[config.mk]
export PLATFORM = sky130hd
export DESIGN_NAME = servo_homing_sequencer
export DESIGN_NICKNAME = d
export VERILOG_FILES = /design/src/servo_homing_sequencer.v
export VERILOG_INCLUDE_DIRS = /design/src /design/src/common
export SDC_FILE = /design/constraint.sdc
export NUM_CORES = 1
export LEC_CHECK = 0
export BUFFER_PORTS_ARGS = -buffer_cell sky130_fd_sc_hd__buf_2
export CORE_MARGIN = 2
export CORE_UTILIZATION = 40
export CTS_CLUSTER_SIZE = 8
export DETAILED_ROUTE_END_ITERATION = 12
export PLACE_DENSITY_LB_ADDON = 0.12
export REMOVE_ABC_BUFFERS = 1
export SYNTH_ARGS = -nofsm -noshare
export SYNTH_HDL_FRONTEND = slang
export SYNTH_SLANG_ARGS = --single-unit
[constraint.sdc]
create_clock -name CLK -period 9.6 [get_ports CLK]
set_input_delay 2.4 -clock CLK [delete_from_list [all_inputs] [get_ports CLK]]
set_output_delay 2.4 -clock CLK [all_outputs]
set_load 0.05 [all_outputs]
[src/common/servo_homing_consts.vh]
// Constants for the servo homing sequencer
`ifndef SERVO_HOMING_CONSTS_VH
`define SERVO_HOMING_CONSTS_VH

// Legal method range handled here
`define METHOD_FIRST 4'H1
`define METHOD_LAST 4'HE
`define METHOD_MIRROR_BASE 4'HB
`define METHOD_MIRROR_SHIFT 4'H4
`define METHOD_LIMIT_REF_FIRST 4'H7

// Branch selected at start (A: sampled input low, B: high); C taken later while running, when the limit is met
`define BR_A 2'H0
`define BR_B 2'H1
`define BR_C 2'H2

// Segment end events
`define EV_REF_RISE 3'H0
`define EV_REF_FALL 3'H1
`define EV_LIM_RISE 3'H2
`define EV_LIM_FALL 3'H3
`define EV_NONE 3'H4

// Segment descriptor bit positions {dir, fast, ev[2:0], idx, last}
`define SEG_DIR 6
`define SEG_FAST 5
`define SEG_EV_HI 4
`define SEG_EV_LO 2
`define SEG_IDX 1
`define SEG_LAST 0

// Reset values
`define RST_PHASE 2'H0
`define RST_METHOD 4'H0

`endif

[src/servo_homing_sequencer.v]
// Homing sequencer: limit, reference and index driven homing methods 1 to 14
`timescale 1ns/10ps
`default_nettype none
`include "servo_homing_consts.vh"
// Operation
// Method 1: negative limit, return to index
// Method 2 mirrors method 1, positive limit
// Method 3, reference low: fast positive, return
// Method 3, reference high: slow negative to index
// Method 4, reference low: slow positive to index
// Method 4, reference high: fast negative, return
// Method 5, reference high: slow positive to index
// Method 5, reference low: fast negative, return
// Method 6, reference high: fast positive, return
// Method 6, reference low: slow negative to index
// Methods 7 to 10 start positive; methods 7 and 8 start negative when reference is high
// Method 7 normal and reference-high branches
// Method 7 limit met: reverse, stop past fall
// Method 8 normal and reference-high branches
// Method 8 limit met: reverse, return positive
// Method 9 normal branch, three segments
// Method 9 reference high: positive, reverse
// Method 9 limit met: reverse, slow, index
// Method 10 normal and reference-high branches
// Method 10 limit met: reverse, return positive
// Methods 11 to 14 mirror 7 to 10
// Fast and slow speed select per segment
// Sample levels at enable, stop on completion
// Only first index after edge qualifies

module servo_homing_sequencer
(
   // Clock and reset
   input wire CLK,
   input wire RESET,
   // Homing command
   input wire HOME_ENABLE,
   input wire [3:0] HOME_METHOD,
   // Switches and encoder
   input wire NEG_LIMIT,
   input wire POS_LIMIT,
   input wire HOME_REF,
   input wire INDEX_PULSE,
   // Motion profile commands
   output reg MOVE_ACTIVE,
   output reg MOVE_POSITIVE,
   output reg SPEED_FAST,
   output reg STOP_REQ,
   output reg HOMING_DONE,
   output reg METHOD_ERROR
);

   localparam ST_IDLE = 2'H0;
   localparam ST_RUN = 2'H1;
   localparam ST_DONE = 2'H2;

   ////////////////////////////////////////////////////////////////////////
   // Segment table for canonical methods 1 and 3 to 10
   function [6:0] seg_of;
      input [3:0] m;
      input [1:0] b;
      input [1:0] p;
      begin
         case ({m, b, p})
            {4'H1, `BR_A, 2'H0}: seg_of = {1'B0, 1'B1, `EV_LIM_RISE, 1'B0, 1'B0};
            {4'H1, `BR_A, 2'H1}: seg_of = {1'B1, 1'B0, `EV_LIM_FALL, 1'B1, 1'B1};
            {4'H1, `BR_B, 2'H0}: seg_of = {1'B1, 1'B0, `EV_LIM_FALL, 1'B1, 1'B1};
            {4'H3, `BR_A, 2'H0}: seg_of = {1'B1, 1'B1, `EV_REF_RISE, 1'B1, 1'B0};
            {4'H3, `BR_A, 2'H1}: seg_of = {1'B0, 1'B0, `EV_REF_FALL, 1'B1, 1'B1};
            {4'H3, `BR_B, 2'H0}: seg_of = {1'B0, 1'B0, `EV_REF_FALL, 1'B1, 1'B1};
            {4'H4, `BR_A, 2'H0}: seg_of = {1'B1, 1'B0, `EV_REF_FALL, 1'B1, 1'B1};
            {4'H4, `BR_B, 2'H0}: seg_of = {1'B0, 1'B1, `EV_REF_FALL, 1'B1, 1'B0};
            {4'H4, `BR_B, 2'H1}: seg_of = {1'B1, 1'B0, `EV_REF_RISE, 1'B1, 1'B1};
            {4'H5, `BR_B, 2'H0}: seg_of = {1'B1, 1'B0, `EV_REF_FALL, 1'B1, 1'B1};
            {4'H5, `BR_A, 2'H0}: seg_of = {1'B0, 1'B1, `EV_REF_RISE, 1'B1, 1'B0};
            {4'H5, `BR_A, 2'H1}: seg_of = {1'B1, 1'B0, `EV_REF_FALL, 1'B1, 1'B1};
            {4'H6, `BR_B, 2'H0}: seg_of = {1'B1, 1'B1, `EV_REF_FALL, 1'B1, 1'B0};
            {4'H6, `BR_B, 2'H1}: seg_of = {1'B0, 1'B0, `EV_REF_FALL, 1'B1, 1'B1};
            {4'H6, `BR_A, 2'H0}: seg_of = {1'B0, 1'B0, `EV_REF_RISE, 1'B1, 1'B1};
            {4'H7, `BR_A, 2'H0}: seg_of = {1'B1, 1'B1, `EV_REF_RISE, 1'B0, 1'B0};
            {4'H7, `BR_A, 2'H1}: seg_of = {1'B0, 1'B0, `EV_REF_FALL, 1'B1, 1'B1};
            {4'H7, `BR_B, 2'H0}: seg_of = {1'B0, 1'B0, `EV_REF_FALL, 1'B1, 1'B1};
            {4'H7, `BR_C, 2'H0}: seg_of = {1'B0, 1'B1, `EV_REF_RISE, 1'B0, 1'B0};
            {4'H7, `BR_C, 2'H1}: seg_of = {1'B0, 1'B0, `EV_REF_FALL, 1'B1, 1'B1};
            {4'H8, `BR_A, 2'H0}: seg_of = {1'B1, 1'B1, `EV_REF_RISE, 1'B0, 1'B0};
            {4'H8, `BR_A, 2'H1}: seg_of = {1'B1, 1'B0, `EV_NONE, 1'B1, 1'B1};
            {4'H8, `BR_B, 2'H0}: seg_of = {1'B0, 1'B0, `EV_REF_FALL, 1'B0, 1'B0};
            {4'H8, `BR_B, 2'H1}: seg_of = {1'B1, 1'B0, `EV_REF_RISE, 1'B1, 1'B1};
            {4'H8, `BR_C, 2'H0}: seg_of = {1'B0, 1'B1, `EV_REF_RISE, 1'B0, 1'B0};
            {4'H8, `BR_C, 2'H1}: seg_of = {1'B0, 1'B0, `EV_REF_FALL, 1'B0, 1'B0};
            {4'H8, `BR_C, 2'H2}: seg_of = {1'B1, 1'B0, `EV_REF_RISE, 1'B1, 1'B1};
            {4'H9, `BR_A, 2'H0}: seg_of = {1'B1, 1'B1, `EV_REF_RISE, 1'B0, 1'B0};
            {4'H9, `BR_A, 2'H1}: seg_of = {1'B1, 1'B0, `EV_REF_FALL, 1'B0, 1'B0};
            {4'H9, `BR_A, 2'H2}: seg_of = {1'B0, 1'B0, `EV_REF_RISE, 1'B1, 1'B1};
            {4'H9, `BR_B, 2'H0}: seg_of = {1'B1, 1'B0, `EV_REF_FALL, 1'B0, 1'B0};
            {4'H9, `BR_B, 2'H1}: seg_of = {1'B0, 1'B0, `EV_REF_RISE, 1'B1, 1'B1};
            {4'H9, `BR_C, 2'H0}: seg_of = {1'B0, 1'B1, `EV_REF_RISE, 1'B0, 1'B0};
            {4'H9, `BR_C, 2'H1}: seg_of = {1'B0, 1'B0, `EV_NONE, 1'B1, 1'B1};
            {4'HA, `BR_A, 2'H0}: seg_of = {1'B1, 1'B1, `EV_REF_RISE, 1'B0, 1'B0};
            {4'HA, `BR_A, 2'H1}: seg_of = {1'B1, 1'B0, `EV_REF_FALL, 1'B1, 1'B1};
            {4'HA, `BR_B, 2'H0}: seg_of = {1'B1, 1'B0, `EV_REF_FALL, 1'B1, 1'B1};
            {4'HA, `BR_C, 2'H0}: seg_of = {1'B0, 1'B1, `EV_REF_RISE, 1'B0, 1'B0};
            {4'HA, `BR_C, 2'H1}: seg_of = {1'B1, 1'B0, `EV_REF_FALL, 1'B1, 1'B1};
            default: seg_of = 7'H00;
         endcase
      end
   endfunction

   ////////////////////////////////////////////////////////////////////////
   // Two-stage synchronisers for all pin inputs
   reg [8:0] sync1_r;
   reg [8:0] sync2_r;
   reg [4:0] prev_r;

   always @(posedge CLK or posedge RESET)
   begin
      if (RESET)
      begin
         sync1_r <= 9'H000;
         sync2_r <= 9'H000;
         prev_r <= 5'H00;
      end
      else
      begin
         sync1_r <= {HOME_METHOD, HOME_ENABLE, NEG_LIMIT, POS_LIMIT, HOME_REF, INDEX_PULSE};
         sync2_r <= sync1_r;
         prev_r <= sync2_r[4:0];
      end
   end

   wire [3:0] method_s = sync2_r[8:5];
   wire enable_s = sync2_r[4];
   wire neg_s = sync2_r[3];
   wire pos_s = sync2_r[2];
   wire ref_s = sync2_r[1];
   wire index_rise = sync2_r[0] & ~prev_r[0];
   wire enable_rise = enable_s & ~prev_r[4];
   wire ref_rise = ref_s & ~prev_r[1];
   wire ref_fall = ~ref_s & prev_r[1];

   ////////////////////////////////////////////////////////////////////////
   // Sequencer state
   reg [1:0] st_r;
   reg [1:0] st_nxt;
   reg [3:0] can_r;
   reg [3:0] can_nxt;
   reg mirror_r;
   reg mirror_nxt;
   reg [1:0] br_r;
   reg [1:0] br_nxt;
   reg [1:0] ph_r;
   reg [1:0] ph_nxt;
   reg armed_r;
   reg armed_nxt;
   reg err_nxt;

   // Methods 2 and 11 to 14 run a canonical table with directions swapped
   wire start_mirror = (method_s == 4'H2) || (method_s >= `METHOD_MIRROR_BASE);
   wire [3:0] start_can = (method_s == 4'H2) ? 4'H1 :
      (method_s >= `METHOD_MIRROR_BASE) ? (method_s - `METHOD_MIRROR_SHIFT) : method_s;
   wire method_ok = (method_s >= `METHOD_FIRST) && (method_s <= `METHOD_LAST);

   // Limit watched: method 1 looks negative, methods 7 to 10 positive, swapped when mirrored
   wire lim_pos_start = (start_can == 4'H1) ? start_mirror : ~start_mirror;
   wire lim_pos_cur = (can_r == 4'H1) ? mirror_r : ~mirror_r;
   wire lim_cur = lim_pos_cur ? pos_s : neg_s;
   wire lim_prev = lim_pos_cur ? prev_r[2] : prev_r[3];
   wire lim_rise = lim_cur & ~lim_prev;
   wire lim_fall = ~lim_cur & lim_prev;

   // Branch chosen from the level of the switch that the method starts on
   wire start_level = (start_can == 4'H1) ? (lim_pos_start ? pos_s : neg_s) : ref_s;

   wire [6:0] seg = seg_of(can_r, br_r, ph_r);
   wire [2:0] seg_ev = seg[`SEG_EV_HI:`SEG_EV_LO];
   reg ev_hit;

   // Segment end event decode
   always @*
   begin
      case (seg_ev)
         `EV_REF_RISE: ev_hit = ref_rise;
         `EV_REF_FALL: ev_hit = ref_fall;
         `EV_LIM_RISE: ev_hit = lim_rise;
         `EV_LIM_FALL: ev_hit = lim_fall;
         default: ev_hit = 1'B0;
      endcase
   end

   // Index counts only once armed, never in the cycle that arms it
   wire idx_ok = armed_r & index_rise;
   wire seg_end = seg[`SEG_IDX] ? idx_ok : ev_hit;

   // Next-state logic
   always @*
   begin
      st_nxt = st_r;
      can_nxt = can_r;
      mirror_nxt = mirror_r;
      br_nxt = br_r;
      ph_nxt = ph_r;
      armed_nxt = armed_r;
      err_nxt = METHOD_ERROR;
      case (st_r)
         ST_IDLE:
         begin
            if (enable_rise)
            begin
               err_nxt = ~method_ok;
               st_nxt = method_ok ? ST_RUN : ST_DONE;
               can_nxt = start_can;
               mirror_nxt = start_mirror;
               br_nxt = start_level ? `BR_B : `BR_A;
               ph_nxt = `RST_PHASE;
               armed_nxt = 1'B0;
            end
         end
         ST_RUN:
         begin
            if (!enable_s)
            begin
               st_nxt = ST_IDLE;
            end
            else if ((can_r >= `METHOD_LIMIT_REF_FIRST) && (br_r == `BR_A) &&
               (ph_r == `RST_PHASE) && lim_rise)
            begin
               // Limit met on the way out: reverse fast along branch C
               br_nxt = `BR_C;
               armed_nxt = 1'B0;
            end
            else if (seg_end)
            begin
               armed_nxt = 1'B0;
               if (seg[`SEG_LAST])
               begin
                  st_nxt = ST_DONE;
               end
               else
               begin
                  ph_nxt = ph_r + 2'H1;
               end
            end
            else if (seg[`SEG_IDX] && (ev_hit || (seg_ev == `EV_NONE)))
            begin
               armed_nxt = 1'B1;
            end
         end
         ST_DONE:
         begin
            if (!enable_s)
            begin
               st_nxt = ST_IDLE;
               err_nxt = 1'B0;
            end
         end
         default:
         begin
            st_nxt = ST_IDLE;
         end
      endcase
   end

   wire [6:0] seg_n = seg_of(can_nxt, br_nxt, ph_nxt);

   ////////////////////////////////////////////////////////////////////////
   // State and registered outputs; commands follow the next segment so they
   // change in the same edge as the state, with no extra cycle of lag
   always @(posedge CLK or posedge RESET)
   begin
      if (RESET)
      begin
         st_r <= ST_IDLE;
         can_r <= `RST_METHOD;
         mirror_r <= 1'B0;
         br_r <= `BR_A;
         ph_r <= `RST_PHASE;
         armed_r <= 1'B0;
         MOVE_ACTIVE <= 1'B0;
         MOVE_POSITIVE <= 1'B0;
         SPEED_FAST <= 1'B0;
         STOP_REQ <= 1'B1;
         HOMING_DONE <= 1'B0;
         METHOD_ERROR <= 1'B0;
      end
      else
      begin
         st_r <= st_nxt;
         can_r <= can_nxt;
         mirror_r <= mirror_nxt;
         br_r <= br_nxt;
         ph_r <= ph_nxt;
         armed_r <= armed_nxt;
         MOVE_ACTIVE <= (st_nxt == ST_RUN);
         MOVE_POSITIVE <= (st_nxt == ST_RUN) & (seg_n[`SEG_DIR] ^ mirror_nxt);
         SPEED_FAST <= (st_nxt == ST_RUN) & seg_n[`SEG_FAST];
         STOP_REQ <= (st_nxt != ST_RUN);
         HOMING_DONE <= (st_nxt == ST_DONE) & ~err_nxt;
         METHOD_ERROR <= err_nxt;
      end
   end

endmodule
`default_nettype wire

==> impl_metrics.ini <==
[grt]
grt_start_max_net_pins = 42
globalRoute.busiestLayer = met2
globalRouteTotalUtil = 0.172
global_route.overflow_total = 0
groute.layer.met3.usage = 0.0335
met1_track_usage_gr = 0.250
number_of_global_route_vias_before_repair = 1695
wire_length_of_the_first_global_routing_pass_mm = 8.71
initial_antenna_violation_count = 0
grt.met2_usage = 0.260

[sta]
layout_worst_path_cycle_share = 0.372
final_max_slew_viol_count = 0
worst_clock_skew_ns = 0.00502
finalWorstPathRequiredPeriod_ns = 3.57
worst_slew_margin_rel = 0.483
final-setup-viol-count = 0
finalHoldViolations = 0
timing.setup.tns_ns = 0
rsz_0062_raised_after_global_routing = false
maximum_clock_frequency_ghz = 0.280
tightest_slew_ns = 0.768

[clocking]
clkTransAtPathRegs_ns = 0.08
hold_buffers = 0
cts_buffer_depth = 2
clkLatencyLatePin_ns = 0.29
cts_resized = 0
clock-root-buffer = sky130_fd_sc_hd__clkbuf_8
cts_tree = built
cts_made_buffers = 5
cts_setup_buffers = 0
htree_num_levels = 2
cts.sink_count = 41

[die]
core_area_um2 = 5960
floorplan.initialDensity = 0.417
boundaryPins = 17
floorplan.rows = 28
die_h_um = 82.8
die_width_um = 82.8
die_area_um2 = 6850

[setup_path]
worst_path_dominant_cell_family = simple AND/OR/NAND/NOR gates
startpoint_type = flop
critical-path-slowest-cell = sky130_fd_sc_hd__dfrtp_1
worst-path-buf-inv = 1
critPathKind = flop to flop
worstSetupEndpointType = flop
worst-endpoint-arrival_ns = 3.81
timing.critical_path.fanout_max = 8
crit_path_cell_trace = inv_1, ha_1, mux2_2, and4b_1, or3_1, nor2_1, nand4_1, and2_1, mux2i_2, nor4_2, nor3b_1, a311oi_1, o311a_1
cp.required_ns = 9.84
timing.critical_path.slowest_cell_delay_ns = 0.49

[drt]
vias = 1893
detail_route.wirelength_mm = 5.22
post_drt_via_cell_ratio = 5.60
drt_pass1_iterations = 4
ant_nets = 0
routedWlPerCell_um = 15.4
detail_route.drc_violations = 0
initialDrtViolationCount = 95

[synth]
synth_seq_cells = 41
synth_area_um2 = 2480
yosysTopAreaCell = sky130_fd_sc_hd__dfrtp_1
netlist-cell-type-count = 64
synth_cells = 252
netlist_top_cells_area = sky130_fd_sc_hd__dfrtp_1 40%, sky130_fd_sc_hd__ha_1 3.5%, sky130_fd_sc_hd__mux2i_1 3.2%
netlist.area_leader.share = 0.403
async_reset_ff_frac = 1.00
yosysSeqAreaShare = 0.414
yosysWarningCount = 0
synth_top_flop_cell = sky130_fd_sc_hd__dfrtp_1
synth_edf_count = 0
mean_area_per_synthesized_cell_um2 = 9.85

[final_layout]
final-instance-count-excl-fill = 338
final_common_cell = sky130_fd_sc_hd__dfrtp_1
fraction_of_layout_instances_using_a_drive_strength_above_1 = 0.160
fill_cells = 587
antenna_cell_count = 0
mostFrequentLayoutCells = 40 x sky130_fd_sc_hd__dfrtp_1, 17 x sky130_fd_sc_hd__inv_1, 16 x sky130_fd_sc_hd__nand2_1, 16 x sky130_fd_sc_hd__buf_2, 12 x sky130_fd_sc_hd__o21ai_0
areaGrowthSynthToFinish_pct = 7.76
nets = 280
postLayoutCellArea_um2 = 2680

[placed_design]
routabilityCongestion = 0.809
post_place_instance_area_um2 = 2560
place_inst = 330
place.port_buffers = 16
dpl.hpwl_mm = 3.85

[worst_hold_path]
hold_class = flop to flop

[pwr]
p_leak_nw = 1.17
power.density_nw_per_um2 = 209
power.ir.vdd_worst_v = 0.000130
design_power_total_uw = 558

[outcome]
status = finished clean

[flow_run]
maxCapViolCount = 0
sequential cells by signal, summed over array words and instances, names as in the netlist, 2 cells and up:
signal and count:
sync1_r 9, sync2_r 9, prev_r 5, can_r 4
br_r 2, ph_r 2, st_r 2
layer usage:
metal / part of all wire / vias to the layer above
li1: - / 941
met1: 0.48 / 908
met2: 0.46 / 38
met3: 0.045 / 6
met4: 0.012 / 0
met5: 0 / -
cell type report:
cell class	instances	area (um2)	share of cell area
multi-input cells	179	1290	0.481
clock inverters	2	38.8	0.0145
clock buffers	6	72.6	0.0271
repair buffers	17	87.6	0.0327
inverters	18	67.6	0.0253
well taps	75	93.8	0.0351
flip-flops and latches	41	1030	0.384
power breakdown:
part           internal [mW]  switching (mW)  total [mW]  leakage [nW]
Clock                 0.0781          0.0608       0.139        0.0554
Sequential             0.192          0.0328       0.224         0.500
Combinational         0.0774           0.118       0.195         0.617
Yosys cell counts, drive strengths merged (2+ instances only):
library cell / instances
nor2b: 5
nor4b: 2
a21o: 3
a21boi: 2
nand3b: 3
o21a: 2
nor2: 11
nand2b: 5
mux2: 3
nor3b: 5
and3: 5
o31ai: 3
or3: 6
o21ai: 13
a21oi: 11
and2: 4
ha: 7
or3b: 3
a22oi: 4
and3b: 3
inv: 18
xnor2: 2
nand3: 6
or4: 2
mux2i: 9
and4b: 2
a32oi: 2
nor3: 3
dfrtp: 40
a31oi: 8
buf: 13
o211ai: 4
nand2: 17
nor4: 6
nand4: 2
kinds of logic after synthesis:
| kind of cell | count (synthesis) | synth area share |
|---|---|---|
| AND/OR/NAND/NOR | 93 | 0.237 |
| multiplexers | 12 | 0.0514 |
| buffers and inverters | 32 | 0.0675 |
| AO/OA/AOI/OAI | 64 | 0.184 |
| XOR/XNOR | 3 | 0.0106 |
| adder cells (fa/ha/maj) | 7 | 0.0353 |
| flip-flops | 41 | 0.414 |
stage by stage:
step	hold WS (ns)	util	setup WS, ns
after global placement	0.334	0.430	6.09
after floorplan	0.331	-	6.26
after global routing	0.359	0.449	5.72
after detailed placement	0.335	0.430	6.06
after CTS	0.354	0.449	6.04
final	0.353	0.449	6.03
worst paths after layout:
kind	start	end	slack [ns]	cells past startpoint
worst max-delay path	ph_r[0]	MOVE_POSITIVE	6.03	13
worst min-delay path	sync1_r[0]	sync2_r[0]	0.35	0
worst max register to register	ph_r[0]	MOVE_POSITIVE	6.03	13
worst min register to register	sync1_r[0]	sync2_r[0]	0.35	0
max in group asynchronous	RESET	STOP_REQ	7.03	3
min in group asynchronous	RESET	sync1_r[8]	2.21	3
Note: power is estimated with default switching activity, not from simulation.
